==> src/design/wwd_defs.vh <==
// register map, field positions, reset values and timing counts of the windowed watchdog
`ifndef WWD_DEFS_VH
`define WWD_DEFS_VH

// register byte offsets (all four address bits 3:0 decoded)
`define WWD_OFS_RESTART_CONTROL   4'h0
`define WWD_OFS_MODE_CONFIG_ONCE  4'h4
`define WWD_OFS_FAULT_STATUS      4'h8

// restart_control fields
`define WWD_WRITE_KEY_VALUE       8'ha5
`define WWD_KEY_MSB               31
`define WWD_KEY_LSB               24
`define WWD_RESTART_BIT           0

// mode_config_once fields
`define WWD_RELOAD_MSB            11
`define WWD_RELOAD_LSB            0
`define WWD_FAULT_IRQ_EN_BIT      12
`define WWD_RESET_EN_BIT          13
`define WWD_PROC_ONLY_BIT         14
`define WWD_DISABLE_BIT           15
`define WWD_DELTA_MSB             27
`define WWD_DELTA_LSB             16
`define WWD_DEBUG_HALT_BIT        28
`define WWD_IDLE_HALT_BIT         29
`define WWD_MODE_RESET            32'h3fff2fff
`define WWD_MODE_MASK             32'h3fffffff

// fault_status fields
`define WWD_UNDERFLOW_BIT         0
`define WWD_WINDOW_ERROR_BIT      1

// timing: slow clock divided by this for one counter tick
`define WWD_PRESCALE_DIV          128
`define WWD_COUNTER_WIDTH         12

`endif

==> src/design/wwd_top.v <==
// windowed watchdog: keyed restart, write-once mode, clear-on-read fault status
`timescale 1ns/10ps
`default_nettype none
`include "wwd_defs.vh"

module wwd_top #(
    parameter SLOW_DIVIDE = 1526,
    parameter SLOW_WIDTH  = 11
) (
    // clock and reset
    input  wire        MCLK_I,
    input  wire        SYS_RST_I,
    // wishbone slave
    input  wire        WB_CYC_I,
    input  wire        WB_STB_I,
    input  wire        WB_WE_I,
    input  wire [3:0]  WB_ADR_I,
    input  wire [3:0]  WB_SEL_I,
    input  wire [31:0] WB_DAT_I,
    output reg  [31:0] WB_DAT_O,
    output reg         WB_ACK_O,
    // processor state
    input  wire        DEBUG_STATE_I,
    input  wire        IDLE_STATE_I,
    // fault outputs
    output reg         FAULT_IRQ_O,
    output reg         WDT_FAULT_O,
    output reg         PROC_ONLY_RESET_O,
    // current count for observation
    output reg  [11:0] COUNT_O
);

    localparam CW = `WWD_COUNTER_WIDTH;

    reg  [31:0]   mode_config_once;
    reg           mode_locked;
    reg           underflow_flag;
    reg           window_error_flag;
    reg  [CW-1:0] count;
    wire          slow_tick;
    wire          prescale_tick;

    // decoded mode fields
    wire [CW-1:0] reload_value          = mode_config_once[`WWD_RELOAD_MSB:`WWD_RELOAD_LSB];
    wire [CW-1:0] window_delta          = mode_config_once[`WWD_DELTA_MSB:`WWD_DELTA_LSB];
    wire          fault_irq_enable      = mode_config_once[`WWD_FAULT_IRQ_EN_BIT];
    wire          reset_on_fault_enable = mode_config_once[`WWD_RESET_EN_BIT];
    wire          processor_only_reset  = mode_config_once[`WWD_PROC_ONLY_BIT];
    wire          counter_disable       = mode_config_once[`WWD_DISABLE_BIT];
    wire          debug_halt            = mode_config_once[`WWD_DEBUG_HALT_BIT];
    wire          idle_halt             = mode_config_once[`WWD_IDLE_HALT_BIT];

    // bus strobes; classic cycle answered one clock after the request
    wire bus_req = WB_CYC_I && WB_STB_I && !WB_ACK_O;
    wire wr      = bus_req && WB_WE_I;
    wire rd      = bus_req && !WB_WE_I;
    wire hit_cr  = WB_ADR_I == `WWD_OFS_RESTART_CONTROL;
    wire hit_mr  = WB_ADR_I == `WWD_OFS_MODE_CONFIG_ONCE;
    wire hit_sr  = WB_ADR_I == `WWD_OFS_FAULT_STATUS;

    // key must match in full; key lane must be enabled too
    wire key_ok  = WB_SEL_I[3] && (WB_DAT_I[`WWD_KEY_MSB:`WWD_KEY_LSB] == `WWD_WRITE_KEY_VALUE);
    wire restart = wr && hit_cr && key_ok && WB_DAT_I[`WWD_RESTART_BIT];
    // write-once; all lanes are taken together so a partial write still locks
    wire mode_wr = wr && hit_mr && !mode_locked;
    wire sr_read = rd && hit_sr;

    // window check: counter above delta means restart came too early
    wire early   = restart && (count > window_delta);

    // counting allowed unless disabled or halted
    wire run_en  = !counter_disable && !(debug_halt && DEBUG_STATE_I) && !(idle_halt && IDLE_STATE_I);
    wire reload  = restart || mode_wr;
    wire underflow = run_en && prescale_tick && !reload && (count == {CW{1'b0}});

    // slow clock enable
    wwd_slow_tick #(
        .DIVIDE (SLOW_DIVIDE),
        .WIDTH  (SLOW_WIDTH)
    ) u_slow (
        .clk_i  (MCLK_I),
        .rst_i  (SYS_RST_I),
        .tick_o (slow_tick)
    );

    // divide-by-128 prescaler, cleared on each reload
    wwd_tick_div #(
        .DIVIDE   (`WWD_PRESCALE_DIV),
        .WIDTH    (7)
    ) u_presc (
        .clk_i    (MCLK_I),
        .rst_i    (SYS_RST_I),
        .clear_i  (reload),
        .enable_i (run_en),
        .step_i   (slow_tick),
        .tick_o   (prescale_tick)
    );

    // mode register: reset values, one write only until reset
    always @(posedge MCLK_I) begin
        if (SYS_RST_I) begin
            mode_config_once <= `WWD_MODE_RESET;
            mode_locked      <= 1'b0;
        end else if (mode_wr) begin
            mode_config_once <= WB_DAT_I & `WWD_MODE_MASK;
            mode_locked      <= 1'b1;
        end
    end

    // down counter; new mode parameters take effect on the same reload
    always @(posedge MCLK_I) begin
        if (SYS_RST_I) begin
            count <= {CW{1'b1}};
        end else if (mode_wr) begin
            count <= WB_DAT_I[`WWD_RELOAD_MSB:`WWD_RELOAD_LSB];
        end else if (restart) begin
            count <= reload_value;
        end else if (underflow) begin
            count <= reload_value;
        end else if (run_en && prescale_tick) begin
            count <= count - 1'b1;
        end
    end

    // sticky flags; a new event in the read cycle wins over the clear
    always @(posedge MCLK_I) begin
        if (SYS_RST_I) begin
            underflow_flag    <= 1'b0;
            window_error_flag <= 1'b0;
        end else begin
            underflow_flag    <= underflow || (underflow_flag && !sr_read);
            window_error_flag <= early || (window_error_flag && !sr_read);
        end
    end

    // fault, interrupt and reset routing follow the flags and mode
    always @(posedge MCLK_I) begin
        if (SYS_RST_I) begin
            FAULT_IRQ_O       <= 1'b0;
            WDT_FAULT_O       <= 1'b0;
            PROC_ONLY_RESET_O <= 1'b0;
        end else begin
            if (sr_read && !underflow && !early) begin
                FAULT_IRQ_O <= 1'b0;
                WDT_FAULT_O <= 1'b0;
            end else begin
                if ((underflow || early) && fault_irq_enable)
                    FAULT_IRQ_O <= 1'b1;
                if ((underflow && reset_on_fault_enable) || early)
                    WDT_FAULT_O <= 1'b1;
            end
            PROC_ONLY_RESET_O <= processor_only_reset;
        end
    end

    // wishbone answer; unmapped reads give zero, writes ignored
    always @(posedge MCLK_I) begin
        if (SYS_RST_I) begin
            WB_ACK_O <= 1'b0;
            WB_DAT_O <= 32'h00000000;
        end else begin
            WB_ACK_O <= bus_req;
            if (rd && hit_mr)
                WB_DAT_O <= mode_config_once;
            else if (sr_read)
                WB_DAT_O <= {30'h00000000, window_error_flag, underflow_flag};
            else
                WB_DAT_O <= 32'h00000000;
        end
    end

    // count shown for observation
    always @(posedge MCLK_I) begin
        if (SYS_RST_I)
            COUNT_O <= 12'hfff;
        else
            COUNT_O <= count;
    end

endmodule // wwd_top
`default_nettype wire

==> src/design/wwd_tick_div.v <==
// divider making one-cycle tick enables from the slow clock enable
`timescale 1ns/10ps
`default_nettype none
`include "wwd_defs.vh"

module wwd_tick_div #(
    parameter DIVIDE = `WWD_PRESCALE_DIV,
    parameter WIDTH  = 7
) (
    // clock and reset
    input  wire             clk_i,
    input  wire             rst_i,
    // control
    input  wire             clear_i,
    input  wire             enable_i,
    input  wire             step_i,
    // result
    output reg              tick_o
);

    reg [WIDTH-1:0] count;

    // divide step pulses; clear restarts a full period
    always @(posedge clk_i) begin
        if (rst_i || clear_i) begin
            count  <= {WIDTH{1'b0}};
            tick_o <= 1'b0;
        end else if (enable_i && step_i) begin
            if (count == DIVIDE[WIDTH-1:0] - 1'b1) begin
                count  <= {WIDTH{1'b0}};
                tick_o <= 1'b1;
            end else begin
                count  <= count + 1'b1;
                tick_o <= 1'b0;
            end
        end else begin
            tick_o <= 1'b0;
        end
    end

endmodule // wwd_tick_div
`default_nettype wire

==> src/design/wwd_slow_tick.v <==
// divider making the slow clock enable pulse from the system clock
`timescale 1ns/10ps
`default_nettype none

module wwd_slow_tick #(
    parameter DIVIDE = 1526,
    parameter WIDTH  = 11
) (
    // clock and reset
    input  wire             clk_i,
    input  wire             rst_i,
    // result
    output reg              tick_o
);

    reg [WIDTH-1:0] count;

    // free-running; approximates a 32.768 kHz slow clock at 50 MHz
    always @(posedge clk_i) begin
        if (rst_i) begin
            count  <= {WIDTH{1'b0}};
            tick_o <= 1'b0;
        end else if (count == DIVIDE[WIDTH-1:0] - 1'b1) begin
            count  <= {WIDTH{1'b0}};
            tick_o <= 1'b1;
        end else begin
            count  <= count + 1'b1;
            tick_o <= 1'b0;
        end
    end

endmodule // wwd_slow_tick
`default_nettype wire

==> config.mk <==
export PLATFORM = sky130hd
export DESIGN_NAME = wwd_top
export DESIGN_NICKNAME = d
export VERILOG_FILES = /design/src/design/wwd_top.v /design/src/design/wwd_tick_div.v /design/src/design/wwd_slow_tick.v
export VERILOG_INCLUDE_DIRS = /design/src /design/src/design
export SDC_FILE = /design/constraint.sdc
export NUM_CORES = 1
export LEC_CHECK = 0
export BUFFER_PORTS_ARGS = -buffer_cell sky130_fd_sc_hd__buf_4
export CAP_MARGIN = 5
export CORE_AREA = 2 2 97 99
export CTS_BUF_LIST = sky130_fd_sc_hd__clkbuf_8
export DETAILED_ROUTE_END_ITERATION = 7
export DIE_AREA = 0 0 99 101
export GPL_ROUTABILITY_DRIVEN = 0
export PLACE_DENSITY = 0.76
export SLEW_MARGIN = 20
export SYNTH_ARGS = -nofsm -noshare
export SYNTH_HDL_FRONTEND = slang
export SYNTH_HIERARCHICAL = 1
export SYNTH_SLANG_ARGS = --single-unit
==> constraint.sdc <==
create_clock -name MCLK_I -period 4.4 [get_ports MCLK_I]
set_input_delay 0.22 -clock MCLK_I [delete_from_list [all_inputs] [get_ports MCLK_I]]
set_output_delay 0.22 -clock MCLK_I [all_outputs]
set_load 0.1 [all_outputs]
== Word-level counts from Yosys, hierarchy flattened ==
Cells that the tools add are included.

* Register bits: 113
* Input port bits: 47
* Output and inout bits: 48

* Multiplexer cells: 9
* Order comparisons: 1
* Equal/unequal tests: 5
* Bitwise gates (word level): 1
* Add/sub/neg operators: 3
* Reductions and logical operators: 50

{| class="wikitable"
|+ Operator list
! kind !! count
|-
| 12-bit 2-to-1 mux || 4
|-
| 30-bit 2-to-1 mux || 1
|-
| 1-bit logical AND || 27
|-
| 12-bit greater-than comparator || 1
|-
| 12-bit zero test || 1
|-
| 12-bit by 1-bit subtractor with 12-bit output (second input constant) || 1
|-
| 11-bit by 1-bit adder with 11-bit output (second input constant) || 1
|-
| 11-bit equality test (second input constant) || 1
|-
| 1-bit zero test || 10
|-
| 8-bit equality test (second input constant) || 1
|-
| 2-bit OR reduction || 4
|-
| 7-bit by 1-bit adder with 7-bit output (second input constant) || 1
|-
| 7-bit equality test (second input constant) || 1
|-
| 7-bit 2-to-1 mux || 1
|-
| 1-bit logical OR || 6
|-
| 4-bit by 3-bit equality test with 1-bit output (second input constant) || 1
|-
| 4-bit equality test (second input constant) || 1
|-
| 4-bit zero test || 1
|-
| 4-bit nonzero test || 1
|-
| 1-bit 2-to-1 mux || 2
|-
| 2-bit 2-to-1 mux || 1
|-
| 1-bit NOT || 1
|}

== Longest topological paths before layout ==
* Depth in word-level cells: 14
* Gate-level depth with buffers: 9

== Modules after synthesis ==
Netlist, hierarchy kept.

{| class="wikitable"
|+ By module, submodules not included
! module !! cells an instance !! times used !! seq. area each (um^2) !! area an instance (um^2)
|-
| wwd_top || 415 || 1 || 1821.7 || 3829.9
|-
| wwd_slow_tick || 59 || 1 || 240.2 || 560.5
|-
| wwd_tick_div || 43 || 1 || 160.2 || 366.6
|}

== Worst setup path before layout ==
OpenSTA, ideal clock, no wires.

* Path type: register to register
* From: register WB_ACK_O
* To: register u_presc.tick_o
* Slack: 1.697 ns
* Buffers on the path: 2
* Required time: 4.308 ns
* Cell stages (with the launch flop): 9
* Period minus slack after synthesis: 2.703 ns
* Arrival: 2.610 ns
* Cells stage by stage: dfxtp_1 nand4b_1 nor3_4 a21oi_2 clkinv_2 buf_6 or2_2 clkbuf_1 nor4_1

* Longest elaborated chain between the ends: 9

{| class="wikitable"
|+ RTL lines
! what !! RTL line !! RTL
|-
| start: declaration || wwd_top.v:21 || <nowiki>output reg WB_ACK_O,</nowiki>
|-
| start signal: assignment || wwd_top.v:162 || <nowiki>WB_ACK_O <= bus_req;</nowiki>
|-
| 1-bit zero test (*) || wwd_top.v:54 || <nowiki>wire bus_req = WB_CYC_I && WB_STB_I && !WB_ACK_O;</nowiki>
|-
| 1-bit logical AND (*) || wwd_top.v:54 ||
|-
| 1-bit logical AND (*) || wwd_top.v:55 || <nowiki>wire wr = bus_req && WB_WE_I;</nowiki>
|-
| 1-bit logical AND (3 in series) || wwd_top.v:63 || <nowiki>wire restart = wr && hit_cr && key_ok && WB_DAT_I[`WWD_RESTART_BIT];</nowiki>
|-
| 1-bit logical OR (*) || wwd_top.v:73 || <nowiki>wire reload = restart || mode_wr;</nowiki>
|-
| named net reload || wwd_top.v:73 ||
|-
| 1-bit logical OR (*) || wwd_tick_div.v:25 || <nowiki>if (rst_i || clear_i) begin</nowiki>
|-
| 2-bit OR reduction (no source line) (*) || -- ||
|-
| end signal: assignment || wwd_tick_div.v:27 || <nowiki>tick_o <= 1'b0;</nowiki>
|-
| end signal: assignment || wwd_tick_div.v:31 || <nowiki>tick_o <= 1'b1;</nowiki>
|-
| end signal: assignment || wwd_tick_div.v:34 || <nowiki>tick_o <= 1'b0;</nowiki>
|-
| end: declaration || wwd_tick_div.v:18 || <nowiki>output reg tick_o</nowiki>
|}

Mark *: on every way through the listed nets, which the timed path passes. The rest lies on a longest branch.
A chain may end at the register's enable or synchronous reset.

== Worst setup path in the final report ==
* From: register WB_ACK_O
* To: register u_presc.tick_o

* Longest elaborated chain between the ends: 9

{| class="wikitable"
|+ RTL lines
! what !! RTL line
|-
| 1-bit zero test (*) || wwd_top.v:54
|-
| 1-bit logical AND (*) || wwd_top.v:54
|-
| 1-bit logical AND (*) || wwd_top.v:55
|-
| 1-bit logical AND (3 in series) || wwd_top.v:63
|-
| 1-bit logical OR (*) || wwd_top.v:73
|-
| 1-bit logical OR (*) || wwd_tick_div.v:25
|-
| 2-bit OR reduction (no source line) (*) || --
|}

Every way passes the cells marked *; elsewhere a longest branch is shown, timed or not.

==> metrics <==
outcome=completed; Final Setup Violations=0; GRT overflow=0; worst skew pair latency=0.37 ns; clk_skew=0.00984 ns; Logic pwr share=5.5%; vias in the first global route=3835; Critical Path Source Type=flop; placed instance count=692; layout cells sized above 1=22.1%; CP Class=reg -> reg; drt total wl=11000 um; Ports=95; area grow syn2layout=19.1%; sequential-to-total area share from yosys stat=46.7%; CTS resizes=0; Worst Setup Slack, final=1.99 ns; initial antenna violation count=0; commonest non-fill, non-tap cell in the layout=dfxtp_1; crit path max-delay cell type=or2_2; Final TNS setup=0 ns; Post-synth EDFFs=0; Root Buffer=clkbuf_8; Die ar.=0.0100 mm2; CP endpoint kind=flop; CP Data Required Time=4.67 ns; GRT Util Overall=22.6%; most frequent cells in the layout=dfxtp_1, buf_4, nand2_1; drt drc=0; Psw=0.420 mW; clock sinks=111; CP Cell Sequence=nand3b_1, nor2_1, a21oi_2, clkinv_2, or2_2, nor4_1; drt first pass iters=4; Detail Placement HPWL=7820 um; Slew HR=30.9%; P_leak=2.41 nW; CTS H-tree depth=3; Least-Margin Pin Slew=1.04 ns; Async S/R FF share, synth=0%; period utilisation layout=54.7%; Cells after Synth=517; Clk network pwr share=37.9%; Tightest Hold Check Type=in -> reg; largest net degree at the start of global routing=45; crit path DAT=2.68 ns; clock buffer depth=2; worst vdd ir=0.242 mV; yosys warns=6; switching share of power=23.3%; DR WL/cell=15.5 um; Yosys cell types=62; vias per cell=5.66; Hold-fix buffers, CTS=0; row cnt=35; Flop pwr share=56.6%; RSZ-0062 raised after global routing=no; CP delay by family, top=simple AND/OR/NAND/NOR gates; Max Cap Violations=0; pre-CTS setup slack=1.94 ns; number of buffer and inverter stages on the critical path=1; fin cells=708; largest stage delay on the critical path=0.47 ns; Yosys reg bits=111; # diodes=0; Fill cells=760; Internal=1.38 mW; CTS tree=built; fmax=415 MHz; core box area=0.00898 mm2; DIE HEIGHT=101 um; syn avg cell area=9.20 um2; worst-path fanout max=17; die width=99 um; postcts setup bufs=0; CTS buffer count=9; Layout Nets=656; final hold vios=0; Slew Viols, Final=0; Initial Util=53.0%; prevailing post-synth register cell=dfxtp_1; I/O Buffers=89; global-route wire length before repair=18300 um; Final min period=2.41 ns; DR vias=4005; clk slew on worst S/H paths=0.11 ns; Mapped Area=0.00476 mm2; Cell Pwr Density=318 mW/mm2; Final ANT Viol Nets=0; number of DRC markers in iteration 0=200
-- worst paths after layout --
check        slack (ns)                           endpoint                          from  cells after the start
min reg2reg        0.46       window_error_flag$_SDFF_PP0_  window_error_flag$_SDFF_PP0_                      2
min                0.06  mode_config_once[16]$_SDFFE_PP1P_                  WB_DAT_I[16]                      3
max                1.99          u_presc/tick_o$_SDFF_PP0_           WB_ACK_O$_SDFF_PP0_                      6
max reg2reg        1.99          u_presc/tick_o$_SDFF_PP0_           WB_ACK_O$_SDFF_PP0_                      6
-- cell type report --
type	count	area, um2	share of cell area [%]
clock inverter	7	105	1.86
inverter	24	91.3	1.61
tap	111	139	2.45
clock buffer	9	124	2.19
multi-input combinational	354	2290	40.5
timing repair buffer	92	691	12.2
sequential	111	2220	39.2
-- worst min-delay path, cell delays in order --
cell,delay [ns]
buf_4,0.08
nand2_1,0.04
nand3_1,0.07
-- registers in the layout, indices dropped and copies added (netlist names), 7 cells and up --
name	count
count	12
WB_DAT_O	30
COUNT_O	12
mode_config_once	30
u_slow/count	11
u_presc/count	7
-- stage by stage --
| stage | utilization (%) | cell area [um2] | power, mW | hold slack (ns) |
|---|---|---|---|---|
| 6_report | 63.1 | 5670 | 1.80 | 0.0586 |
| 5_1_grt | 63.1 | 5670 | 1.87 | 0.0457 |
| 4_1_cts | 63.1 | 5670 | 1.81 | 0.0420 |
| 3_5_place_dp | 60.6 | 5440 | 1.14 | 0.436 |
| 3_3_place_gp | 60.6 | 5440 | 1.14 | 0.437 |
| 2_1_floorplan | - | 4760 | 1.10 | 0.289 |
-- cells in the mapped netlist, types with 4 or more instances --
cell type	count	area [um2]
dfxtp_1	111	2220
nand2_1	61	229
and2_1	36	225
a21oi_1	32	160
inv_1	23	86.3
nor2_1	18	67.6
o211ai_1	18	135
ha_1	17	213
o21ai_0	16	80.1
clkbuf_1	13	48.8
nand3_1	13	65.1
nor3_1	13	65.1
or2_2	11	68.8
a31oi_1	9	56.3
mux2i_1	9	90.1
buf_2	8	40.0
nand4_1	8	50.1
o31ai_1	8	60.1
or3_1	8	50.1
nor4_1	6	37.5
o221ai_1	6	52.6
or4_1	6	45.0
xor2_1	6	52.6
buf_6	4	45.0
xnor2_1	4	35.0
-- power groups by stage --
stage	clock network (mW)	registers (mW)	logic, mW
2_1_floorplan	0	1.05	0.0460
3_3_place_gp	0	1.04	0.0965
3_5_place_dp	0	1.04	0.0985
4_1_cts	0.696	1.02	0.0990
5_1_grt	0.737	1.02	0.107
6_report	0.684	1.02	0.0992
-- cell families after synthesis --
family,Yosys count,share of synthesized area (%)
DFF,111,46.7
muxes,10,2.13
adders and majority gates,17,4.47
and+or+nand+nor,202,23.3
AOI/OAI and AO/OA,113,16.2
other,1,0.0788
xor gates and xnor gates,10,1.84
buffers and inverters,53,5.29
-- metal layers --
metal / routed length [um] / global-route usage, %
met5: 0 / 0
met4: 122 / 6.32
met3: 581 / 4.65
met2: 5520 / 40.0
met1: 4750 / 28.1
Power figures use the tool's default switching activity.
